--- src/shared/tamc_map.svh ---
// Register offsets, command codes, field positions and timing constants.
`ifndef TAMC_MAP_SVH
`define TAMC_MAP_SVH
`define TAMC_A_CMD 4'h0
`define TAMC_A_CTRL 4'h1
`define TAMC_A_STAT 4'h2
`define TAMC_A_OPEN 4'h3
`define TAMC_A_OPEV 4'h4
`define TAMC_A_TVOLT 4'h5
`define TAMC_A_TCURR 4'h6
`define TAMC_A_OVOLT 4'h7
`define TAMC_A_OCURR 4'h8
`define TAMC_A_MVOLT 4'h9
`define TAMC_A_MCURR 4'hA
`define TAMC_A_RATE 4'hB
`define TAMC_A_TRAN 4'hC
`define TAMC_A_SAVE 4'hD
`define TAMC_A_ERR 4'hE
`define TAMC_A_LIST 4'hF
`define TAMC_C_INIT 4'h1
`define TAMC_C_ABORT 4'h2
`define TAMC_C_BUSTRG 4'h3
`define TAMC_C_RESET 4'h4
`define TAMC_C_CONTON 4'h5
`define TAMC_C_CONTOFF 4'h6
`define TAMC_C_SRCBUS 4'h7
`define TAMC_C_SRCEXT 4'h8
`define TAMC_C_MEASTRAN 4'h9
`define TAMC_WTG_BIT 5
`define TAMC_RATE_50 8'h32
`define TAMC_RATE_60 8'h3C
`define TAMC_RATE_125 8'h7D
`define TAMC_CLK_NS 50
`define TAMC_T50_US 20000
`define TAMC_T60_US 16600
`define TAMC_T125_US 10000
`define TAMC_ERR_CMD 16'hFF9C
`define TAMC_TRAN_DEPTH 8
`define TAMC_SAVE_INT 0
`define TAMC_SAVE_SER 1
`define TAMC_SAVE_LIM 2
`define TAMC_SAVE_OUTP 3
`endif

--- src/shared/tamc_pkg.sv ---
// Types shared by the trigger and measurement command block.
package tamc_pkg;
	typedef enum logic [1:0] {TAMC_IDLE, TAMC_ARMED, TAMC_DONE} tamc_arm_t;
	typedef enum logic {TAMC_SRC_BUS, TAMC_SRC_EXT} tamc_src_t;
	typedef logic [31:0] tamc_word_t;
endpackage

--- src/hw/tamc_core.sv ---
// Trigger arming, measurement rate, readback and power-up save commands.
//
// Summary of operation
// - Abort while single-armed disarms and clears the waiting flag.
// - Abort is ignored while continuous triggering is on.
// - Initiate arms one trigger; bus trigger counts only with bus source.
// - Accepted trigger loads output from triggered voltage and current setpoints.
// - After one accepted trigger with continuous off, further triggers ignored until re-armed.
// - Initiate arms once when continuous off; redundant when continuous on.
// - Continuous on with bus source holds waiting flag bit 5 high.
// - Continuous with external source: flag drops on trigger, then rises.
// - Waiting flag transitions latch into event status when enable bit set.
// - Reset command clears continuous triggering and the waiting flag.
// - Continuous query reads 1 when enabled, 0 when disabled.
// - Rate command accepts only 50, 60 or 125 hertz.
// - Sample windows are 20 ms, 16.6 ms and 10 ms respectively.
// - Transient readback gives up to eight samples of the list's type.
// - Voltage readback reports measured sense voltage, not the setting.
// - Current readback reports measured output current, not the setting.
// - Interface save stores bus address and system setup variables.
// - Serial save stores port state, baud, pacing and echo.
// - Limits save stores limits and maximum protection values.
// - Output save stores on/off state and operating mode.
// - A list with a sample and loop count not 1 reports error -100.
// - Numeric replies are raw codes; text formatting is done by firmware.
`timescale 1ns/1ns
`default_nettype none
`include "tamc_map.svh"
module tamc_core (
	input wire logic clk, // System clock, 20 MHz.
	input wire logic rst, // Asynchronous reset, active high.
	input wire logic clkEn, // Freezes all state while low.
	input wire logic [3:0] addr, // Register index.
	input wire logic [31:0] wrData, // Write data.
	input wire logic wrStb, // Write strobe.
	input wire logic rdStb, // Read strobe.
	output logic [31:0] rdData, // Read data, one cycle after the strobe.
	input wire logic extTrigPin, // External trigger pin, asynchronous.
	input wire logic [15:0] senseVolt, // Converter voltage at sense terminals.
	input wire logic [15:0] senseCurr, // Converter output current.
	output logic [15:0] outVolt, // Programmed output voltage.
	output logic [15:0] outCurr, // Programmed output current.
	output logic [3:0] saveReq, // One-cycle save request per save group.
	output logic sampleTick // One-cycle pulse at end of each sample window.
);
	import tamc_pkg::*;

	localparam int CYC50 = `TAMC_T50_US * 1000 / `TAMC_CLK_NS;
	localparam int CYC60 = `TAMC_T60_US * 1000 / `TAMC_CLK_NS;
	localparam int CYC125 = `TAMC_T125_US * 1000 / `TAMC_CLK_NS;

	tamc_arm_t arm_q;
	tamc_src_t src_q;
	logic cont_q, wtg_q, wtgOld_q, evWtg_q, enWtg_q;
	logic [15:0] tVolt_q, tCurr_q, mVolt_q, mCurr_q, err_q;
	logic [7:0] rate_q;
	logic [18:0] winCnt_q;
	logic [18:0] winLen;
	logic [2:0] tranWr_q;
	logic [3:0] tranCnt_q;
	logic [15:0] tranMem_q [0:`TAMC_TRAN_DEPTH-1];
	logic listIsCurr_q, listSample_q;
	logic [7:0] listCount_q;
	logic [2:0] tranRd_q;
	logic ext1_q, ext2_q, ext3_q;

	logic cmdWr, trigEv, extEdge, busTrig;
	assign cmdWr = clkEn && wrStb && (addr == `TAMC_A_CMD);

	// The pin is asynchronous; the first stage feeds only the second.
	always_ff @(posedge clk or posedge rst) begin
		if (rst) begin
			ext1_q <= 1'b0;
			ext2_q <= 1'b0;
			ext3_q <= 1'b0;
		end else if (clkEn) begin
			ext1_q <= extTrigPin;
			ext2_q <= ext1_q;
			ext3_q <= ext2_q;
		end
	end
	assign extEdge = ext2_q && !ext3_q && (src_q == TAMC_SRC_EXT);
	assign busTrig = cmdWr && (wrData[3:0] == `TAMC_C_BUSTRG) &&
		(src_q == TAMC_SRC_BUS);
	// Only an armed system or continuous mode takes a trigger; otherwise nothing moves.
	assign trigEv = (busTrig || extEdge) &&
		(cont_q || arm_q == TAMC_ARMED);

	// Arming state and continuous mode.
	always_ff @(posedge clk or posedge rst) begin
		if (rst) begin
			arm_q <= TAMC_IDLE;
			cont_q <= 1'b0;
			src_q <= TAMC_SRC_BUS;
		end else if (cmdWr) begin
			case (wrData[3:0])
				`TAMC_C_INIT: begin
					if (!cont_q) begin
						arm_q <= TAMC_ARMED;
					end
				end
				`TAMC_C_ABORT: begin
					if (!cont_q) begin
						arm_q <= TAMC_IDLE;
					end
				end
				`TAMC_C_RESET: begin
					cont_q <= 1'b0;
					arm_q <= TAMC_IDLE;
				end
				`TAMC_C_CONTON: cont_q <= 1'b1;
				`TAMC_C_CONTOFF: begin
					cont_q <= 1'b0;
					arm_q <= TAMC_IDLE;
				end
				`TAMC_C_SRCBUS: src_q <= TAMC_SRC_BUS;
				`TAMC_C_SRCEXT: src_q <= TAMC_SRC_EXT;
				`TAMC_C_BUSTRG: begin
					if (trigEv && !cont_q) begin
						arm_q <= TAMC_DONE;
					end
				end
				default: arm_q <= arm_q;
			endcase
		end else if (clkEn && trigEv && !cont_q) begin
			arm_q <= TAMC_DONE;
		end
	end

	// Waiting-for-trigger flag.
	always_ff @(posedge clk or posedge rst) begin
		if (rst) begin
			wtg_q <= 1'b0;
		end else if (clkEn) begin
			if (cmdWr && wrData[3:0] == `TAMC_C_RESET) begin
				wtg_q <= 1'b0;
			end else if (cmdWr && wrData[3:0] == `TAMC_C_ABORT && !cont_q) begin
				wtg_q <= 1'b0;
			end else if (cont_q && src_q == TAMC_SRC_BUS) begin
				wtg_q <= 1'b1;
			end else if (cont_q && src_q == TAMC_SRC_EXT) begin
				wtg_q <= !extEdge;
			end else if (trigEv) begin
				wtg_q <= 1'b0;
			end else if (cmdWr && wrData[3:0] == `TAMC_C_INIT) begin
				wtg_q <= 1'b1;
			end else if (!cont_q && arm_q != TAMC_ARMED) begin
				wtg_q <= 1'b0;
			end
		end
	end

	// Event latch; a new transition wins over a clear in the same cycle.
	always_ff @(posedge clk or posedge rst) begin
		if (rst) begin
			wtgOld_q <= 1'b0;
			evWtg_q <= 1'b0;
			enWtg_q <= 1'b0;
		end else if (clkEn) begin
			wtgOld_q <= wtg_q;
			if (wrStb && addr == `TAMC_A_OPEN) begin
				enWtg_q <= wrData[`TAMC_WTG_BIT];
			end
			if (enWtg_q && (wtg_q != wtgOld_q)) begin
				evWtg_q <= 1'b1;
			end else if (rdStb && addr == `TAMC_A_OPEV) begin
				evWtg_q <= 1'b0;
			end
		end
	end

	// Setpoints and the output loaded on trigger.
	always_ff @(posedge clk or posedge rst) begin
		if (rst) begin
			tVolt_q <= 16'h0000;
			tCurr_q <= 16'h0000;
			outVolt <= 16'h0000;
			outCurr <= 16'h0000;
		end else if (clkEn) begin
			if (wrStb && addr == `TAMC_A_TVOLT) tVolt_q <= wrData[15:0];
			if (wrStb && addr == `TAMC_A_TCURR) tCurr_q <= wrData[15:0];
			if (trigEv) begin
				outVolt <= tVolt_q;
				outCurr <= tCurr_q;
			end else begin
				if (wrStb && addr == `TAMC_A_OVOLT) outVolt <= wrData[15:0];
				if (wrStb && addr == `TAMC_A_OCURR) outCurr <= wrData[15:0];
			end
		end
	end

	// Measurement rate and sample window.
	always_comb begin
		case (rate_q)
			`TAMC_RATE_50: winLen = 19'(CYC50);
			`TAMC_RATE_125: winLen = 19'(CYC125);
			default: winLen = 19'(CYC60);
		endcase
	end

	always_ff @(posedge clk or posedge rst) begin
		if (rst) begin
			rate_q <= `TAMC_RATE_60;
			winCnt_q <= 19'h00000;
			sampleTick <= 1'b0;
			mVolt_q <= 16'h0000;
			mCurr_q <= 16'h0000;
		end else if (clkEn) begin
			if (wrStb && addr == `TAMC_A_RATE &&
				(wrData[7:0] == `TAMC_RATE_50 || wrData[7:0] == `TAMC_RATE_60 ||
				wrData[7:0] == `TAMC_RATE_125) && wrData[31:8] == 24'h000000) begin
				rate_q <= wrData[7:0];
			end
			sampleTick <= 1'b0;
			if (winCnt_q >= winLen - 19'h00001) begin
				winCnt_q <= 19'h00000;
				sampleTick <= 1'b1;
				mVolt_q <= senseVolt;
				mCurr_q <= senseCurr;
			end else begin
				winCnt_q <= winCnt_q + 19'h00001;
			end
		end
	end

	// List setup, transient capture and the loop-count check.
	always_ff @(posedge clk or posedge rst) begin
		if (rst) begin
			listIsCurr_q <= 1'b0;
			listSample_q <= 1'b0;
			listCount_q <= 8'h01;
			err_q <= 16'h0000;
			tranWr_q <= 3'h0;
			tranCnt_q <= 4'h0;
		end else if (clkEn) begin
			if (wrStb && addr == `TAMC_A_LIST) begin
				listIsCurr_q <= wrData[0];
				listSample_q <= wrData[1];
				listCount_q <= wrData[15:8];
				tranWr_q <= 3'h0;
				tranCnt_q <= 4'h0;
				if (wrData[1] && wrData[15:8] != 8'h01) begin
					err_q <= `TAMC_ERR_CMD;
				end
			end else if (rdStb && addr == `TAMC_A_ERR) begin
				err_q <= 16'h0000;
			end
			if (sampleTick && listSample_q &&
				tranCnt_q < 4'(`TAMC_TRAN_DEPTH)) begin
				tranWr_q <= tranWr_q + 3'h1;
				tranCnt_q <= tranCnt_q + 4'h1;
			end
		end
	end

	// Sample memory, one entry per captured value.
	always_ff @(posedge clk) begin
		if (clkEn && sampleTick && listSample_q &&
			tranCnt_q < 4'(`TAMC_TRAN_DEPTH)) begin
			tranMem_q[tranWr_q] <= listIsCurr_q ? mCurr_q : mVolt_q;
		end
	end

	// Transient readback walks the captured values in order.
	always_ff @(posedge clk or posedge rst) begin
		if (rst) begin
			tranRd_q <= 3'h0;
		end else if (clkEn) begin
			if (cmdWr && wrData[3:0] == `TAMC_C_MEASTRAN) begin
				tranRd_q <= 3'h0;
			end else if (rdStb && addr == `TAMC_A_TRAN) begin
				tranRd_q <= tranRd_q + 3'h1;
			end
		end
	end

	// Save requests; the non-volatile store itself lives outside.
	always_ff @(posedge clk or posedge rst) begin
		if (rst) begin
			saveReq <= 4'h0;
		end else if (clkEn) begin
			saveReq <= 4'h0;
			if (wrStb && addr == `TAMC_A_SAVE) begin
				saveReq[`TAMC_SAVE_INT] <= wrData[`TAMC_SAVE_INT];
				saveReq[`TAMC_SAVE_SER] <= wrData[`TAMC_SAVE_SER];
				saveReq[`TAMC_SAVE_LIM] <= wrData[`TAMC_SAVE_LIM];
				saveReq[`TAMC_SAVE_OUTP] <= wrData[`TAMC_SAVE_OUTP];
			end
		end
	end

	// Read port. Replies are raw codes; text formatting is done by firmware.
	always_ff @(posedge clk or posedge rst) begin
		if (rst) begin
			rdData <= 32'h00000000;
		end else if (clkEn) begin
			rdData <= 32'h00000000;
			if (rdStb) begin
				if (addr == `TAMC_A_CTRL) begin
					rdData <= {31'h0, cont_q};
				end else if (addr == `TAMC_A_STAT) begin
					rdData[`TAMC_WTG_BIT] <= wtg_q;
					rdData[1:0] <= arm_q;
					rdData[2] <= src_q;
				end else if (addr == `TAMC_A_OPEN) begin
					rdData[`TAMC_WTG_BIT] <= enWtg_q;
				end else if (addr == `TAMC_A_OPEV) begin
					rdData[`TAMC_WTG_BIT] <= evWtg_q;
				end else if (addr == `TAMC_A_TVOLT) begin
					rdData[15:0] <= tVolt_q;
				end else if (addr == `TAMC_A_TCURR) begin
					rdData[15:0] <= tCurr_q;
				end else if (addr == `TAMC_A_OVOLT) begin
					rdData[15:0] <= outVolt;
				end else if (addr == `TAMC_A_OCURR) begin
					rdData[15:0] <= outCurr;
				end else if (addr == `TAMC_A_MVOLT) begin
					rdData[15:0] <= mVolt_q;
				end else if (addr == `TAMC_A_MCURR) begin
					rdData[15:0] <= mCurr_q;
				end else if (addr == `TAMC_A_RATE) begin
					rdData[7:0] <= rate_q;
				end else if (addr == `TAMC_A_TRAN) begin
					if ({1'b0, tranRd_q} < tranCnt_q) begin
						rdData <= {1'b1, listIsCurr_q, 14'h0,
							tranMem_q[tranRd_q]};
					end
				end else if (addr == `TAMC_A_ERR) begin
					rdData[15:0] <= err_q;
				end else if (addr == `TAMC_A_LIST) begin
					rdData <= {16'h0, listCount_q, 6'h0,
						listSample_q, listIsCurr_q};
				end
			end
		end
	end
endmodule
`default_nettype wire

--- config.mk ---
export PLATFORM = sky130hd
export DESIGN_NAME = tamc_core
export DESIGN_NICKNAME = d
export VERILOG_FILES = /design/src/shared/tamc_pkg.sv /design/src/hw/tamc_core.sv
export VERILOG_INCLUDE_DIRS = /design/src /design/src/shared
export SDC_FILE = /design/constraint.sdc
export NUM_CORES = 1
export LEC_CHECK = 0
export BUFFER_PORTS_ARGS = -buffer_cell sky130_fd_sc_hd__clkbuf_2
export CORE_MARGIN = 5
export CORE_UTILIZATION = 58
export CTS_BUF_LIST = sky130_fd_sc_hd__clkbuf_8 sky130_fd_sc_hd__clkbuf_16
export DETAILED_ROUTE_END_ITERATION = 10
export PLACE_DENSITY = 0.78
export SLEW_MARGIN = 5
export SYNTH_ARGS = -nofsm -noshare
export SYNTH_HDL_FRONTEND = slang
export SYNTH_SLANG_ARGS = --single-unit
--- constraint.sdc ---
create_clock -name clk -period 9.5 [get_ports clk]
set_input_delay 0.95 -clock clk [delete_from_list [all_inputs] [get_ports clk]]
set_output_delay 0.95 -clock clk [all_outputs]
set_load 0.01 [all_outputs]
==> results.json, run 1 <==
{
  "status": "finished, final reports clean",
  "dp_hpwl_mm": 26.51,
  "clkSlewWorstSetupHoldPaths_ns": 0.06,
  "postRouteAntennaNets": 0,
  "core_region_area_mm2": 0.02518,
  "clock_latency_ns": 0.53,
  "max_freq_mhz": 217.1,
  "final_cells": 1667,
  "min_period_over_period_pct": 48.49,
  "cts_tree": "built",
  "synth_warnings": 0,
  "arrival_ns": 5.01,
  "cts_root_buf": "clkbuf_16",
  "grt_antenna_before_repair": 0,
  "synth_flop_cell": "dfrtp_1",
  "place_congestion": 0.9486,
  "die_x_um": 170.0,
  "post_drt_wl_per_cell_um": 23.93,
  "postCtsSetupRepairBufs": 0,
  "synth_seq_cells": 306,
  "dp_cells": 1607,
  "maxCapViolCount": 0,
  "io_pins": 143,
  "synth_enable_flop_cells": 128,
  "synthesis.area_mm2": 0.01484,
  "syn2layout_area_growth_pct": 12.96,
  "start_util_pct": 58.93,
  "port_buffers": 128,
  "async_reset_ff_share_pct": 58.17,
  "avgSynthCellArea_um2": 12.36,
  "grt_use_total_pct": 27.69,
  "rsz0062_at_grt": "false",
  "finalSetupViolCount": 0,
  "hold_viol_final": 0,
  "maxSlewViolCount": 0,
  "drc": 0,
  "nets": 1411,
  "htreeDepth": 2,
  "fp-row-count": 58,
  "layout_common_cells": "dfrtp_1 (171), clkbuf_2 (128), edfxtp_1 (128)",
  "die_y_um": 170.0,
  "worst_slew_pin_slew_ns": 1.188,
  "postCtsHoldBufs": 0,
  "ys_seq_area_share_pct": 55.96,
  "crit_path_max_fanout": 49,
  "fin_setup_tns_ns": 0,
  "syn_inst": 1201,
  "vias_per_cell": 6.525,
  "ctsResizeCount": 0,
  "routed_wl_mm": 39.90,
  "fin_crit_ns": 4.607,
  "power_density_mw_per_mm2": 210.8,
  "clk_path_buf_depth": 3,
  "fin_skew_ns": 0.01664,
  "leakage_uw": 0.006930,
  "grt_pass1_vias": 10970,
  "grt_pass1_wl_mm": 62.41,
  "numCtsBuffers": 34,
  "drtIter0Drc": 1338,
  "antennaDiodeCount": 0,
  "worst_hold_path_type": "register to register",
  "cts_sinks": 306,
  "slew_headroom_pct": 20.53,
  "cp.required_ns": 9.90,
  "path_class": "register to register",
  "crit_path_end_kind": "register",
  "overflow": 0,
  "yosysUniqueCellTypes": 73,
  "drt_first_pass_iters": 5,
  "die_area_mm2": 0.02888,
  "vias": 10880,
  "critPathLaunchType": "register",
  "drive_above_1_share_pct": 26.70,
  "worst_ir_drop_vdd_mv": 0.1579,
  "grt_max_degree": 99,
  "final_common_cell": "dfrtp_1"
}
[metal layers]
metal  vias to the layer above  wire length [µm]  GRT usage, %
met5                         -                 0             0
met1                      5417             15790         39.13
met2                       628             19280         44.83
li1                       4718                 -             -
met4                         0              1427         9.583
met3                       114              3400         3.670
[registers in the layout, indices dropped and copies added, names as in the netlist, 16 cells and up]
signal     flops
tranMem_q    128
winCnt_q      19
rdData        18
mCurr_q       16
mVolt_q       16
outCurr       16
outVolt       16
tCurr_q       16
tVolt_q       16
[cells in the mapped netlist (all sizes together), types with 5 or more instances]
master | count | area share (%)
nor4 | 9 | 0.38
xnor2 | 8 | 0.47
xor2 | 13 | 0.77
mux2i | 23 | 1.6
a211oi | 6 | 0.30
and3 | 13 | 0.55
buf | 39 | 1.9
dfstp | 5 | 0.89
a22o | 14 | 0.83
a311o | 5 | 0.34
o2bb2ai | 11 | 0.65
inv | 20 | 0.51
dfrtp | 173 | 29
nor3 | 21 | 0.71
a21o | 8 | 0.40
a21oi | 60 | 2.1
nand2b | 13 | 0.55
mux2 | 103 | 8.6
nand3 | 73 | 2.5
edfxtp | 128 | 26
mux4 | 32 | 4.9
o21ai | 54 | 1.8
nand2 | 87 | 2.2
clkbuf | 47 | 1.2
a32o | 6 | 0.40
a221oi | 9 | 0.53
nor2b | 10 | 0.42
o22ai | 21 | 0.89
o221ai | 7 | 0.41
ha | 24 | 2.0
nand4 | 8 | 0.34
and2 | 6 | 0.27
nor2 | 86 | 2.2
[cell type report]
type | instances | area (µm²)
clock buffers | 36 | 878.3
clock inverters | 24 | 207.7
fillers | 1835 | 8419
inverters | 20 | 80.08
multi-input cells | 802 | 6078
flip-flops and latches | 306 | 8307
well taps | 330 | 412.9
repair buffers | 149 | 798.3
[critical path, stage by stage (launching register included)]
cell	delay [ns]
dfstp_2	0.38
or4b_2	0.67
nor3_1	0.30
inv_1	0.20
ha_1	0.32
or2_2	0.33
ha_1	0.32
nand3_1	0.09
nor4_1	0.23
nand4_1	0.15
a31oi_2	0.35
and2_4	0.75
mux2_4	0.36
[through the flow]
| step | setup WS, ns | cell area [µm²] | hold WS (ns) | power [µW] | util [%] |
|---|---|---|---|---|---|
| 2_1_floorplan | 3.728 | 14890 | 0.4651 | 2038 | - |
| 3_3_place_gp | 5.114 | 15680 | 0.4744 | 2255 | 62.25 |
| 3_5_place_dp | 4.929 | 15680 | 0.4757 | 2277 | 62.25 |
| 4_1_cts | 4.916 | 16760 | 0.5035 | 3545 | 66.57 |
| 5_1_grt | 4.502 | 16760 | 0.5262 | 3675 | 66.57 |
| 6_report | 4.893 | 16760 | 0.4997 | 3534 | 66.57 |
[worst paths after layout]
kind,from,endpoint,slack [ns],cells after the start
min in group asynchronous,rst,ext1_q,0.62,2
min,rdData[9],rdData[9],0.50,1
max,rate_q[2],mCurr_q[13],4.89,12
max in group asynchronous,rst,mVolt_q[11],7.29,3
max reg2reg,rate_q[2],mCurr_q[13],4.89,12
min reg2reg,rdData[9],rdData[9],0.50,1
[where the power goes]
part | internal, µW | switching [µW] | leakage (µW)
Sequential | 1520 | 136 | 0.00344
Combinational | 268 | 340 | 0.00292
Clock | 734 | 539 | 0.000565
Total | 2520 | 1010 | 0.00693
[cell families (layout without fill, tap and decap cells)]
logic type               count (synthesis)  count (layout)  synth area share [%]
flip-flops                             306             306                 55.96
multiplexers                           158             158                 15.03
XOR/XNOR                                21              21                 1.239
AND/OR/NAND/NOR                        345             345                 11.03
adder cells (fa/ha/maj)                 24              24                 2.024
AO/OA/AOI/OAI                          239             239                 11.04
buffers and inverters                  106             229                 3.626
other                                    2              15               0.05061
No activity file was read; power rests on OpenSTA's default activity.
==> inputs of run 2 (changes only) <==
CORE_UTILIZATION = 54   (was 58)
PLACE_DENSITY = 0.77   (was 0.78)
clock period = 3.8 ns   (was 9.5 ns; I/O delays follow)
==> run 2 against run 1 <==
  * Sequential power grew to 2.5 times the previous value
  * Routed wire length grew 0.94%
  * Design area grew 3.4%
  * Via count grew 0.67%
  * Sequential cell count is the same
  * Maximum frequency grew 25%
  * Worst hold slack lost 0.47 ns
  * Non-clock buffer count grew 34
  * Clock power grew to 2.8 times the previous value
  * Final cell count grew 2.6%
  * Critical path type unchanged
  * Critical endpoint is now mCurr_q[5]
  * Largest power group unchanged
==> results.json, run 2 (same netlist as run 1, synthesis figures left out) <==
{
  "status": "finished, final reports clean",
  "port_buffers": 128,
  "hold_viol_final": 0,
  "grt_use_total_pct": 25.27,
  "reg2reg_to": "mCurr_q[5]",
  "worstReg2RegStart": "rate_q[2]",
  "fin_skew_ns": 0.01945,
  "largest_register_ffs": 128,
  "postCtsHoldBufs": 0,
  "maxCapViolCount": 0,
  "grt_pass1_vias": 10610,
  "core_region_area_mm2": 0.02703,
  "max_freq_mhz": 272.1,
  "cp.required_ns": 4.25,
  "fp-row-count": 60,
  "die_x_um": 175.8,
  "place_congestion": 0.9541,
  "worstRegToRegCells": 14,
  "worst_ir_drop_vdd_mv": 0.4067,
  "leakage_uw": 0.007179,
  "drc": 0,
  "regToRegSetupSlack_ns": 0.12,
  "drtIter0Drc": 1351,
  "grt_max_degree": 179,
  "path_class": "register to register",
  "clkSlewWorstSetupHoldPaths_ns": 0.07,
  "vias_per_cell": 6.404,
  "die_y_um": 175.8,
  "drt_first_pass_iters": 8,
  "final_common_cell": "dfrtp_1",
  "cts_tree": "built",
  "top_regs": "tranMem_q (128), winCnt_q (19), rdData (18)",
  "startpoint": "rate_q[2]",
  "grt_antenna_before_repair": 0,
  "slew_headroom_pct": 29.26,
  "cts_sinks": 306,
  "overflow": 0,
  "largest-register": "tranMem_q",
  "cp-endpoint": "mCurr_q[5]",
  "crit_path_end_kind": "register",
  "critPathLaunchType": "register",
  "vias": 10950,
  "worst_slew_pin_slew_ns": 1.051,
  "fin_setup_tns_ns": 0,
  "antennaDiodeCount": 0,
  "clock_latency_ns": 0.58,
  "start_util_pct": 54.91,
  "cts_root_buf": "clkbuf_16",
  "min_period_over_period_pct": 96.71,
  "layout_common_cells": "dfrtp_1 (172), clkbuf_2 (128), edfxtp_1 (128)",
  "maxSlewViolCount": 0,
  "die_area_mm2": 0.03090,
  "numCtsBuffers": 31,
  "power_density_mw_per_mm2": 534.1,
  "crit_path_max_fanout": 6,
  "nets": 1442,
  "clk_path_buf_depth": 3,
  "routed_wl_mm": 40.27,
  "drive_above_1_share_pct": 29.15,
  "htreeDepth": 1,
  "dp_hpwl_mm": 27.48,
  "fin_crit_ns": 3.675,
  "io_pins": 143,
  "utilization_pct": 64.13,
  "worst_hold_path_type": "input pin to register",
  "finalSetupViolCount": 0,
  "grt_pass1_wl_mm": 61.51,
  "postRouteAntennaNets": 0,
  "nFillCells": 1990,
  "arrival_ns": 4.13,
  "syn2layout_area_growth_pct": 16.80,
  "post_drt_wl_per_cell_um": 23.55
}
## run 2: how the worst min path moves through the flow
stage,from,to,slack (ns),cells after the start
after CTS,senseVolt[10],mVolt_q[10],0.02,2
after global placement,evWtg_q,evWtg_q,0.47,1
after detailed placement,rdData[14],rdData[14],0.48,1
after global routing,senseVolt[10],mVolt_q[10],0.03,2
final,senseVolt[10],mVolt_q[10],0.03,2
after floorplan,evWtg_q,evWtg_q,0.47,1
## run 2: report_power, final
group | internal [µW] | switching (µW)
clock network | 2240 | 1330
registers | 3790 | 406
logic | 688 | 796
total | 6720 | 2540
## run 2: cell type report
type | instances | area (µm²) | area share (%)
Sequential cell | 306 | 8305 | 47.92
Clock inverter | 27 | 435.4 | 2.512
Inverter | 20 | 78.83 | 0.4548
Tap cell | 341 | 426.7 | 2.462
Multi-Input combinational cell | 802 | 6128 | 35.36
Timing Repair Buffer | 183 | 1181 | 6.815
Clock buffer | 31 | 775.7 | 4.476
## run 2: what timing repair did
| action | in CTS | in global routing |
|---|---|---|
| pin swaps | 0 | 5 |
| setup endpoints to repair | 15 | 32 |
| buffers inserted | 0 | 7 |
| gates cloned | 0 | 4 |
| resized for setup | 1 | 12 |
## run 2: routing by layer
metal | track usage (%) | vias to the layer above | wire, µm
li1 | - | 4789 | -
met5 | 0 | - | 0
met4 | 7.602 | 0 | 1318
met3 | 4.133 | 94 | 3594
met1 | 36.57 | 5424 | 16390
met2 | 39.82 | 643 | 18970
## run 2: worst max-delay path, cell delays in order (launching register included)
cell and delay [ns]:
dfstp_2 0.39, or4b_4 0.54, nor3_4 0.19, inv_2 0.08
ha_1 0.20, or2_2 0.34, ha_4 0.29, nand3_1 0.08
nor4_2 0.24, nand4_1 0.14, a31oi_2 0.20, and2_4 0.25
clkbuf_16 0.17, buf_6 0.12, mux2_4 0.29
## run 2: per-stage QoR
step | instance area [µm²] | std cells | power [µW] | hold WS (ns) | worst slack (ns)
after detailed placement | 15900 | 1641 | 5709 | 0.4766 | -0.002912
after floorplan | 14900 | 1214 | 5097 | 0.4651 | 0.05586
final | 17330 | 1710 | 9258 | 0.03100 | 0.1248
after CTS | 17110 | 1699 | 9263 | 0.01627 | 0.008503
after global placement | 15900 | 1641 | 5656 | 0.4725 | 0.09924
after global routing | 17330 | 1710 | 9595 | 0.02547 | -0.01351
